<file path="src/uart_pkg.sv">
// constants, types and helpers for the serial data port and status register a
`default_nettype none

package uart_pkg;

	// ==========================================
	// register map (byte addresses, one word each)
	localparam logic [11:0] ADDR_DATA      = 12'h000;
	localparam logic [11:0] ADDR_STATUS_A  = 12'h004;
	localparam logic [11:0] ADDR_CONTROL   = 12'h008;
	localparam logic [11:0] ADDR_BAUD      = 12'h00C;

	// ==========================================
	// serial_status_control_a fields
	localparam int SA_RXC  = 7;
	localparam int SA_TXC  = 6;
	localparam int SA_UDRE = 5;
	localparam int SA_FE   = 4;
	localparam int SA_DOR  = 3;
	localparam int SA_UPE  = 2;
	localparam int SA_DBL  = 1;
	localparam int SA_MPCM = 0;

	// ==========================================
	// control word fields
	localparam int CT_RX_EN  = 0;
	localparam int CT_TX_EN  = 1;
	localparam int CT_SIZE   = 2;
	localparam int CT_PMODE  = 5;
	localparam int CT_STOP2  = 7;
	localparam int CT_MODE   = 8;
	localparam int CT_TX9    = 10;
	localparam int CT_RX9    = 11;

	// ==========================================
	// receive entry layout: {fe, pe, data[8:0]}
	localparam int ENT_FE = 10;
	localparam int ENT_PE = 9;

	// ==========================================
	// reset values and timing
	localparam logic [11:0] BAUD_RESET   = 12'h000;
	localparam logic [2:0]  SIZE_RESET   = 3'h3;
	localparam logic [1:0]  MODE_ASYNC   = 2'h0;
	localparam logic [3:0]  OS_NORMAL    = 4'hF;
	localparam logic [3:0]  OS_DOUBLE    = 4'h7;
	localparam logic [2:0]  SIZE_NINE    = 3'h7;

	typedef enum logic [2:0] {RX_IDLE, RX_START, RX_DATA, RX_PAR, RX_STOP} rx_state_t;
	typedef enum logic [2:0] {TX_IDLE, TX_START, TX_DATA, TX_PAR, TX_STOP} tx_state_t;

	// data bits per character; reserved codes fall back to eight
	function automatic logic [3:0] char_bits(input logic [2:0] size);
		case (size)
			3'h0:    char_bits = 4'h5;
			3'h1:    char_bits = 4'h6;
			3'h2:    char_bits = 4'h7;
			3'h7:    char_bits = 4'h9;
			default: char_bits = 4'h8;
		endcase
	endfunction

	function automatic logic [8:0] char_mask(input logic [2:0] size);
		char_mask = 9'(({9'h000, 1'b1} << char_bits(size)) - 10'h001);
	endfunction

endpackage
`default_nettype wire

</file>
<file path="src/uart_data_and_status_a.sv">
// serial transceiver data port, status register a and frame engines behind apb
`timescale 1ns/10ps
`default_nettype none

// Function
// RL1: data writes fill tx buffer, reads return rx
// RL2: short characters: upper bits ignored, read zero
// RL3: tx write accepted only while buffer empty
// RL4: enabled transmitter loads idle shifter, shifts out
// RL5: two-entry rx fifo, each read pops one
// RL6: rx complete high exactly while fifo non-empty
// RL7: disabling receiver flushes the fifo
// RL8: tx complete set when frame done, buffer empty
// RL9: tx complete cleared by service or written one
// RL10: buffer empty flag shows tx buffer writable
// RL11: buffer empty flag set after reset
// RL12: framing error follows head character stop bit
// RL13: overrun when fifo full, shifter full, start
// RL14: parity error for head when checking enabled
// RL15: software writes zero to error flag bits
// RL16: double speed divides by eight in async
// RL17: software keeps double speed clear when synchronous
// RL18: filter drops frames without address marking
// RL19: divider value zero gives the fastest rate
// RL20: divider is twelve bits, high and low parts; here one 12-bit field in the ADDR_BAUD word
// RL21: ninth bit or stop bit marks address frame
// RL22: bit rate is clock over divisor times divider+1
module uart_data_and_status_a (
	input  wire logic        pclk,
	input  wire logic        presetn,
	input  wire logic        psel,
	input  wire logic        penable,
	input  wire logic        pwrite,
	input  wire logic [11:0] paddr,
	input  wire logic [31:0] pwdata,
	output logic      [31:0] prdata,
	output logic             pready,
	output logic             pslverr,
	input  wire logic        txc_service,
	input  wire logic        rx_line,
	output logic             tx_line,
	output logic             tx_line_oe
);

	typedef struct packed {
		logic [11:0]       pre_cnt;
		logic              rx_en;
		logic              tx_en;
		logic [2:0]        size;
		logic [1:0]        pmode;
		logic              stop2;
		logic [1:0]        mode;
		logic              tx9;
		logic              dbl;
		logic              mpcm;
		logic [11:0]       baud;
		logic              hold_valid;
		logic [8:0]        hold_data;
		uart_pkg::tx_state_t tx_st;
		logic [3:0]        tx_os;
		logic [3:0]        tx_bit;
		logic [8:0]        tx_shift;
		logic              tx_par;
		logic              tx_out;
		logic              txc;
		logic [2:0]        rx_sync;
		logic              rx_level;
		uart_pkg::rx_state_t rx_st;
		logic [3:0]        rx_os;
		logic [3:0]        rx_bit;
		logic [8:0]        rx_shift;
		logic              rx_pe;
		logic              pend_valid;
		logic [10:0]       pend;
		logic [1:0][10:0]  fifo;
		logic              rd_ptr;
		logic              wr_ptr;
		logic [1:0]        count;
		logic              dor;
		logic [31:0]       rdata;
		logic              pop_ok;
	} state_t;

	state_t st_ff;
	state_t nxt_st;

	logic        setup;
	logic        access;
	logic        mapped;
	logic        os_tick;
	logic [3:0]  div_last;
	logic [3:0]  half_last;
	logic [3:0]  nbits;
	logic [8:0]  mask;
	logic [10:0] head;
	logic        frame_type;
	logic [8:0]  rx_data;

	assign setup      = psel & ~penable;
	assign access     = psel & penable;
	assign mapped     = (paddr == uart_pkg::ADDR_DATA) | (paddr == uart_pkg::ADDR_STATUS_A)
		| (paddr == uart_pkg::ADDR_CONTROL) | (paddr == uart_pkg::ADDR_BAUD);
	assign pready     = 1'b1;
	assign pslverr    = access & ~mapped;
	assign prdata     = st_ff.rdata;
	assign tx_line    = st_ff.tx_out;
	assign tx_line_oe = st_ff.tx_en | (st_ff.tx_st != uart_pkg::TX_IDLE) | st_ff.hold_valid;

	// ==========================================
	// baud timing
	assign os_tick   = (st_ff.pre_cnt == 12'h000);                                 // see RL19
	assign div_last  = (st_ff.dbl && st_ff.mode == uart_pkg::MODE_ASYNC)
		? uart_pkg::OS_DOUBLE : uart_pkg::OS_NORMAL;                                // see RL16
	assign half_last = {1'b0, div_last[3:1]};
	assign nbits     = uart_pkg::char_bits(st_ff.size);
	assign mask      = uart_pkg::char_mask(st_ff.size);
	assign head      = st_ff.fifo[st_ff.rd_ptr];
	assign rx_data   = st_ff.rx_shift & mask;                                      // see RL2
	assign frame_type = (st_ff.size == uart_pkg::SIZE_NINE) ? st_ff.rx_shift[8] : st_ff.rx_level;

	always_comb
	begin
		nxt_st = st_ff;

		// prescaler: (baud + 1) clocks per oversample tick
		if (os_tick)
			nxt_st.pre_cnt = st_ff.baud;                                            // see RL22
		else
			nxt_st.pre_cnt = st_ff.pre_cnt - 12'h001;

		// ==========================================
		// receive line synchroniser: a change counts once stages two and three agree
		nxt_st.rx_sync = {st_ff.rx_sync[1:0], rx_line};
		if (st_ff.rx_sync[1] == st_ff.rx_sync[2])
			nxt_st.rx_level = st_ff.rx_sync[2];

		// ==========================================
		// apb read snapshot at setup, so the pop matches what was returned
		if (setup && !pwrite)
		begin
			nxt_st.rdata  = 32'h0000_0000;
			nxt_st.pop_ok = 1'b0;
			case (paddr)
				uart_pkg::ADDR_DATA:
				begin
					nxt_st.rdata[7:0] = (st_ff.count != 2'h0) ? head[7:0] : 8'h00;    // see RL1
					nxt_st.pop_ok     = (st_ff.count != 2'h0);
				end
				uart_pkg::ADDR_STATUS_A:
				begin
					nxt_st.rdata[uart_pkg::SA_RXC]  = (st_ff.count != 2'h0);           // see RL6
					nxt_st.rdata[uart_pkg::SA_TXC]  = st_ff.txc;
					nxt_st.rdata[uart_pkg::SA_UDRE] = ~st_ff.hold_valid;              // see RL10
					nxt_st.rdata[uart_pkg::SA_FE]   = (st_ff.count != 2'h0) & head[uart_pkg::ENT_FE]; // see RL12
					nxt_st.rdata[uart_pkg::SA_DOR]  = st_ff.dor;
					nxt_st.rdata[uart_pkg::SA_UPE]  = (st_ff.count != 2'h0) & head[uart_pkg::ENT_PE]; // see RL14
					nxt_st.rdata[uart_pkg::SA_DBL]  = st_ff.dbl;
					nxt_st.rdata[uart_pkg::SA_MPCM] = st_ff.mpcm;
				end
				uart_pkg::ADDR_CONTROL:
				begin
					nxt_st.rdata[uart_pkg::CT_RX_EN]            = st_ff.rx_en;
					nxt_st.rdata[uart_pkg::CT_TX_EN]            = st_ff.tx_en;
					nxt_st.rdata[uart_pkg::CT_SIZE +: 3]        = st_ff.size;
					nxt_st.rdata[uart_pkg::CT_PMODE +: 2]       = st_ff.pmode;
					nxt_st.rdata[uart_pkg::CT_STOP2]            = st_ff.stop2;
					nxt_st.rdata[uart_pkg::CT_MODE +: 2]        = st_ff.mode;
					nxt_st.rdata[uart_pkg::CT_TX9]              = st_ff.tx9;
					nxt_st.rdata[uart_pkg::CT_RX9]              = (st_ff.count != 2'h0) & head[8];
				end
				uart_pkg::ADDR_BAUD:
					nxt_st.rdata[11:0] = st_ff.baud;                                   // see RL20
				default:
					nxt_st.rdata = 32'h0000_0000;
			endcase
		end

		// ==========================================
		// apb writes take effect at the access edge
		if (access && pwrite)
		begin
			case (paddr)
				uart_pkg::ADDR_DATA:
					if (!st_ff.hold_valid)                                            // see RL3
					begin
						nxt_st.hold_valid = 1'b1;
						nxt_st.hold_data  = {st_ff.tx9, pwdata[7:0]} & mask;             // see RL1
					end
				uart_pkg::ADDR_STATUS_A:
				begin
					// error flag positions are read-only; software writes zeros there
					nxt_st.dbl  = pwdata[uart_pkg::SA_DBL];                             // see RL15
					nxt_st.mpcm = pwdata[uart_pkg::SA_MPCM];
				end
				uart_pkg::ADDR_CONTROL:
				begin
					nxt_st.rx_en = pwdata[uart_pkg::CT_RX_EN];
					nxt_st.tx_en = pwdata[uart_pkg::CT_TX_EN];
					nxt_st.size  = pwdata[uart_pkg::CT_SIZE +: 3];
					nxt_st.pmode = pwdata[uart_pkg::CT_PMODE +: 2];
					nxt_st.stop2 = pwdata[uart_pkg::CT_STOP2];
					nxt_st.mode  = pwdata[uart_pkg::CT_MODE +: 2];
					nxt_st.tx9   = pwdata[uart_pkg::CT_TX9];
				end
				uart_pkg::ADDR_BAUD:
				begin
					// a new divider restarts the prescaler at once; frames in flight corrupt
					nxt_st.baud    = pwdata[11:0];                                      // see RL20
					nxt_st.pre_cnt = pwdata[11:0];
				end
				default:
					nxt_st.baud = st_ff.baud;
			endcase
		end

		// ==========================================
		// transmitter
		case (st_ff.tx_st)
			uart_pkg::TX_IDLE:
			begin
				nxt_st.tx_out = 1'b1;
				if (st_ff.hold_valid && st_ff.tx_en)                                  // see RL4
				begin
					nxt_st.tx_shift   = st_ff.hold_data;
					nxt_st.tx_par     = (^st_ff.hold_data) ^ st_ff.pmode[0];
					nxt_st.hold_valid = 1'b0;
					nxt_st.tx_st      = uart_pkg::TX_START;
					nxt_st.tx_os      = 4'h0;
					nxt_st.tx_out     = 1'b0;
				end
			end
			default:
				if (os_tick)
				begin
					nxt_st.tx_os = st_ff.tx_os + 4'h1;
					if (st_ff.tx_os == div_last)
					begin
						nxt_st.tx_os = 4'h0;
						case (st_ff.tx_st)
							uart_pkg::TX_START:
							begin
								nxt_st.tx_st  = uart_pkg::TX_DATA;
								nxt_st.tx_bit = 4'h0;
								nxt_st.tx_out = st_ff.tx_shift[0];
							end
							uart_pkg::TX_DATA:
								if (st_ff.tx_bit == nbits - 4'h1)
								begin
									nxt_st.tx_bit = 4'h0;
									nxt_st.tx_st  = st_ff.pmode[1] ? uart_pkg::TX_PAR : uart_pkg::TX_STOP;
									nxt_st.tx_out = st_ff.pmode[1] ? st_ff.tx_par : 1'b1;
								end
								else
								begin
									nxt_st.tx_bit = st_ff.tx_bit + 4'h1;
									nxt_st.tx_out = st_ff.tx_shift[st_ff.tx_bit + 4'h1];
								end
							uart_pkg::TX_PAR:
							begin
								nxt_st.tx_st  = uart_pkg::TX_STOP;
								nxt_st.tx_bit = 4'h0;
								nxt_st.tx_out = 1'b1;
							end
							uart_pkg::TX_STOP:
								if (st_ff.stop2 && st_ff.tx_bit == 4'h0)
									nxt_st.tx_bit = 4'h1;
								else
								begin
									nxt_st.tx_st = uart_pkg::TX_IDLE;
									if (!nxt_st.hold_valid)
										nxt_st.txc = 1'b1;                                  // see RL8
								end
							default:
								nxt_st.tx_st = uart_pkg::TX_IDLE;
						endcase
					end
				end
		endcase

		// clear by service pulse or written one; a frame completing while the flag is clear wins
		if ((txc_service || (access && pwrite && paddr == uart_pkg::ADDR_STATUS_A
			&& pwdata[uart_pkg::SA_TXC])) && !(st_ff.txc == 1'b0 && nxt_st.txc))
			nxt_st.txc = 1'b0;                                                       // see RL9

		// ==========================================
		// receiver
		case (st_ff.rx_st)
			uart_pkg::RX_IDLE:
				if (st_ff.rx_en && !st_ff.rx_level)
				begin
					nxt_st.rx_st    = uart_pkg::RX_START;
					nxt_st.rx_os    = 4'h0;
					nxt_st.rx_shift = 9'h000;
					nxt_st.rx_pe    = 1'b0;
					if (st_ff.count == 2'h2 && st_ff.pend_valid)
						nxt_st.dor = 1'b1;                                                // see RL13
				end
			default:
				if (os_tick)
				begin
					nxt_st.rx_os = st_ff.rx_os + 4'h1;
					if (st_ff.rx_st == uart_pkg::RX_START && st_ff.rx_os == half_last)
					begin
						nxt_st.rx_os  = 4'h0;
						nxt_st.rx_bit = 4'h0;
						nxt_st.rx_st  = st_ff.rx_level ? uart_pkg::RX_IDLE : uart_pkg::RX_DATA;
					end
					else if (st_ff.rx_st != uart_pkg::RX_START && st_ff.rx_os == div_last)
					begin
						nxt_st.rx_os = 4'h0;
						case (st_ff.rx_st)
							uart_pkg::RX_DATA:
							begin
								nxt_st.rx_shift[st_ff.rx_bit] = st_ff.rx_level;
								nxt_st.rx_bit = st_ff.rx_bit + 4'h1;
								if (st_ff.rx_bit == nbits - 4'h1)
									nxt_st.rx_st = st_ff.pmode[1] ? uart_pkg::RX_PAR : uart_pkg::RX_STOP;
							end
							uart_pkg::RX_PAR:
							begin
								nxt_st.rx_pe = st_ff.rx_level != ((^rx_data) ^ st_ff.pmode[0]); // see RL14
								nxt_st.rx_st = uart_pkg::RX_STOP;
							end
							uart_pkg::RX_STOP:
							begin
								nxt_st.rx_st = uart_pkg::RX_IDLE;
								// frames with no address marking are dropped while filtering
								if (!(st_ff.mpcm && !frame_type) && !st_ff.pend_valid)       // see RL18 RL21
								begin
									nxt_st.pend_valid = 1'b1;
									nxt_st.pend = {~st_ff.rx_level, st_ff.rx_pe, rx_data};     // see RL12
								end
							end
							default:
								nxt_st.rx_st = uart_pkg::RX_IDLE;
						endcase
					end
				end
		endcase

		// ==========================================
		// receive fifo: the shift stage drains into it while there is room
		if (access && !pwrite && paddr == uart_pkg::ADDR_DATA && st_ff.pop_ok)
		begin
			nxt_st.rd_ptr = ~st_ff.rd_ptr;                                            // see RL5
			nxt_st.count  = nxt_st.count - 2'h1;
			// a start that flags overrun in this same cycle wins over the clear
			if (!(st_ff.rx_st == uart_pkg::RX_IDLE && st_ff.rx_en && !st_ff.rx_level
				&& st_ff.count == 2'h2 && st_ff.pend_valid))
				nxt_st.dor = 1'b0;                                                      // see RL13
		end
		if (st_ff.pend_valid && st_ff.count != 2'h2)
		begin
			nxt_st.fifo[st_ff.wr_ptr] = st_ff.pend;
			nxt_st.wr_ptr     = ~st_ff.wr_ptr;
			nxt_st.count      = nxt_st.count + 2'h1;
			nxt_st.pend_valid = 1'b0;
		end

		if (!st_ff.rx_en)
		begin
			nxt_st.count      = 2'h0;                                                 // see RL7
			nxt_st.rd_ptr     = 1'b0;
			nxt_st.wr_ptr     = 1'b0;
			nxt_st.pend_valid = 1'b0;
			nxt_st.dor        = 1'b0;
			nxt_st.rx_st      = uart_pkg::RX_IDLE;
		end
	end

	always_ff @(posedge pclk or negedge presetn)
	begin
		if (!presetn)
		begin
			st_ff            <= '0;
			st_ff.size       <= uart_pkg::SIZE_RESET;
			st_ff.baud       <= uart_pkg::BAUD_RESET;
			st_ff.hold_valid <= 1'b0;                                                 // see RL11
			st_ff.tx_out     <= 1'b1;
			st_ff.rx_sync    <= 3'h7;
			st_ff.rx_level   <= 1'b1;
			st_ff.tx_st      <= uart_pkg::TX_IDLE;
			st_ff.rx_st      <= uart_pkg::RX_IDLE;
		end
		else
			st_ff <= nxt_st;
	end

	logic data_wr;
	assign data_wr = access & pwrite & (paddr == uart_pkg::ADDR_DATA);
endmodule
`default_nettype wire

</file>
<file path="config.mk">
export PLATFORM = sky130hd
export DESIGN_NAME = uart_data_and_status_a
export DESIGN_NICKNAME = d
export VERILOG_FILES = /design/src/uart_pkg.sv /design/src/uart_data_and_status_a.sv
export SDC_FILE = /design/constraint.sdc
export NUM_CORES = 1
export LEC_CHECK = 0
export BUFFER_PORTS_ARGS = -buffer_cell sky130_fd_sc_hd__buf_2
export CORE_MARGIN = 10
export CORE_UTILIZATION = 25
export DETAILED_ROUTE_END_ITERATION = 8
export REMOVE_ABC_BUFFERS = 1
export SLEW_MARGIN = 20
export SYNTH_ARGS = -nofsm -noshare
export SYNTH_HDL_FRONTEND = slang
export SYNTH_SLANG_ARGS = --single-unit
</file>
<file path="constraint.sdc">
create_clock -name pclk -period 5.98 [get_ports pclk]
set_input_delay 0.299 -clock pclk [delete_from_list [all_inputs] [get_ports pclk]]
set_output_delay 0.299 -clock pclk [all_outputs]
set_load 0.005 [all_outputs]
</file>
==> metrics <==
DRT iter0 DRCs=between 400 and 500; worst slew pin tran=between 0.9 and 1 ns; clock transition at the registers of the reported paths=about 0.060 ns; synth top area cells=dfrtp_1 44%, mux2_2 8.6%, nand2_1 4.9%; top cell type's share of synthesized area=0.4368; setup ws final=roughly 2.4 ns; Core ar.=between 30000 and 40000 sq um; crit path DAT=just under 4 ns; DIE AREA=between 30000 and 40000 sq um; Critical Path RT=around 6.3 ns; placed instance count=between 1000 and 1500; Pint=approximately 0.0018 W; number of top-level pins=a little under 90; non-filler cells, final=between 1000 and 1500; Cells after Synth=803; IO Port Bufs=45; Reg-to-Reg Start=st_ff[161]; unrepaired setup endpoints after global routing=false; WL/cell=between 15 and 20 um; Comb pwr share=0.048; post-CTS resize count=0; area taken by multi-input logic gates=3906 sq um; Via-to-Cell Ratio=roughly 4.8; Adder-Cell Fraction of Synth Area=0.02309; worst reg2reg path endpoint=st_ff[64]; clock tree buffer depth=2; row count=65; Synth Area in XOR/XNOR=0.04431; gpl congestion=0.8075; Post-synth EDFFs=0; worst reg2reg path depth=5; GR Overflow Total=0; Pwr per Cell Area=around 250 nW/um^2; Initial DRT Pass Iterations=5; initial antenna violation count=0; syn avg cell area=between 9 and 10 sq um; clock network fraction of design power=0.500; R2R setup slack=around 2.4 ns; skew final=roughly 0.0075 ns; Sw Ratio=0.2300; Die H=199.1 um; main combinational cell family by area after synthesis=simple AND/OR/NAND/NOR gates; cell taking the most area after synthesis=dfrtp_1; Synth Area in Simple Gates=0.1685; Total GRT Usage=0.1028; Max IR drop VDD=0.1595 mV; diodes inserted=0; min-delay src=pwdata[8]; Crit Path Category=reg2reg; commonest register cell after synthesis=dfrtp_1; die width=roughly 200 um; hold-critical path depth=3; cts bufs inserted=17; CP Max Fanout=17; Clock Sinks=~150; Worst-Skew Late Latency=approximately 0.43 ns; yosys warns=0; first-pass GRT wire length=between 30 and 40 mm; Hold EP=st_ff[138]; Routed Antenna Nets=0; # DRC=0; CTS tree=built; outcome=complete, no violations; fraction of layout instances using a drive strength above 1=0.2000; post-synthesis mux area share=0.1037; vias in the first global route=5669; Worst Setup SP=st_ff[161]; Distinct cells, synth=74; area delta synth->final=13.15%; setup_tns=0 ns; Pwr Total=0.002294 W; Leak=about 4.1 nW; fin crit share=0.5947; Reg area=approximately 3700 sq um; number of hold violations in the final report=0; H-tree Lvls=4; sequential share of power=0.452; post-synthesis sequential area ratio=0.4598; Place WS=roughly 2.4 ns; maxcap violations=0; dpl hpwl=between 10 and 15 mm; largest net degree at the start of global routing=75; final WL=roughly 20 mm; CP Capture Type=register; flops & latches, synth=between 100 and 150; Startpoint Class=register; relative slew slack=0.3709; Setup Viol. Count Final=0; Max Slew Vio Count=0; root buf cell=clkbuf_16; Mapped Area=~8000 sq um; NumNets Final=roughly 880; NetSw=around 0.00053 W; Final min period=3.556 ns; Starting Density=0.2535; buffer count from post-CTS setup fixing=0; Peak Freq=281.2 MHz; Fillers=about 3300; Hold Slack=between 0.1 and 0.15 ns; DR vias=about 5900; Hold Path Class=in2reg; Compound-Gate Fraction of Synth Area=0.1359; ys async rst share=1.000
-- synth_stat cells (8+ instances only) --
| cell type | count |
|---|---|
| nand3_1 | 18 |
| a222oi_1 | 8 |
| a21oi_1 | 27 |
| ha_1 | 14 |
| mux2_2 | 61 |
| dfrtp_1 | 140 |
| nand2_1 | 105 |
| xor2_1 | 12 |
| buf_4 | 33 |
| mux2i_1 | 10 |
| xnor2_1 | 26 |
| a21bo_1 | 8 |
| o31ai_1 | 11 |
| inv_1 | 23 |
| nor2b_1 | 10 |
| nor2_1 | 45 |
| o21ai_0 | 62 |
| o21ai_1 | 12 |
| and2_1 | 8 |
| clkbuf_1 | 31 |
| nand2b_1 | 11 |
| nor3_1 | 10 |
-- worst max-delay path by stage --
stage / end / slack [ns] / cells after the start
global placement: st_ff[63] / 2.48 / 5
CTS: st_ff[64] / 2.43 / 5
finish: st_ff[64] / 2.42 / 5
floorplan: st_ff[73] / 3.03 / 5
global route: st_ff[64] / 2.27 / 5
detailed placement: st_ff[64] / 2.44 / 5
-- cells in the final DEF, fill, tap and decap left out, types with 12 or more instances in the layout --
master     Yosys  final
inv_1         23     23
mux2_2        61     61
buf_2          4     44
o21ai_0       62     62
nand3_1       18     18
dfrtp_1      140    140
xnor2_1       26     26
nor2_1        45     44
a21oi_1       27     27
ha_1          14     14
nand2_1      105    105
clkbuf_16      0     17
xor2_1        12     12
conb_1         2     23
-- repair_timing --
item / in CTS / in global routing
endpoints found under the hold margin: 71 / 0
hold buffers: 2 / 0
setup endpoints to repair: 0 / 0
-- through the flow --
step / cell area [sq um] / util
after global routing: 9075 / 0.2869
after detailed placement: 8423 / 0.2662
after CTS: 9069 / 0.2867
after global placement: 8423 / 0.2662
final: 9075 / 0.2869
after floorplan: 7674 / -
-- worst max-delay path, cell delays in order, from the launching register on --
cell and delay, ns:
dfrtp_1 0.42, or4_4 0.59, or4_1 0.92, nor3_1 0.38, and3_1 0.70, mux2_2 0.42
-- power groups by stage --
stage          Sequential [W]  Clock, W  Combinational, W
2_1_floorplan         0.00105         0         0.0000537
3_3_place_gp          0.00105         0          0.000107
3_5_place_dp          0.00105         0          0.000108
4_1_cts               0.00104   0.00117          0.000111
5_1_grt               0.00104   0.00121          0.000126
6_report              0.00104   0.00115          0.000111
-- area by class of cell --
cell class | instances | area share
inverters | 23 | 0.009513
clock inverters | 12 | 0.01972
clock buffers | 20 | 0.04922
flip-flops and latches | 147 | 0.4063
multi-input cells | 579 | 0.4304
well taps | 402 | 0.05543
repair buffers | 49 | 0.02937
-- per-layer routing --
| metal | GRT usage | routed length (um) | up-vias |
|---|---|---|---|
| met5 | 0 | 0 | - |
| met4 | 0.03504 | 267 | 0 |
| met3 | 0.02271 | 882 | 17 |
| met2 | 0.1587 | 9407 | 117 |
| met1 | 0.1384 | 9503 | 2937 |
| li1 | - | - | 2808 |
-- registers in the layout (all words and copies together) (netlist names) --
register  count
nxt_st        2
prdata       12
st_ff       132
tx_line       1
-- cells by family (layout without fill, tap and decap cells) --
family / Yosys count / in the layout
AO/OA/AOI/OAI: 169 / 169
XOR/XNOR: 39 / 39
adder cells (fa/ha/maj): 15 / 15
buffers and inverters: 98 / 104
flip-flops: 147 / 147
multiplexers: 73 / 73
other: 2 / 23
AND/OR/NAND/NOR: 260 / 260
No activity file was read; power rests on OpenSTA's default activity.
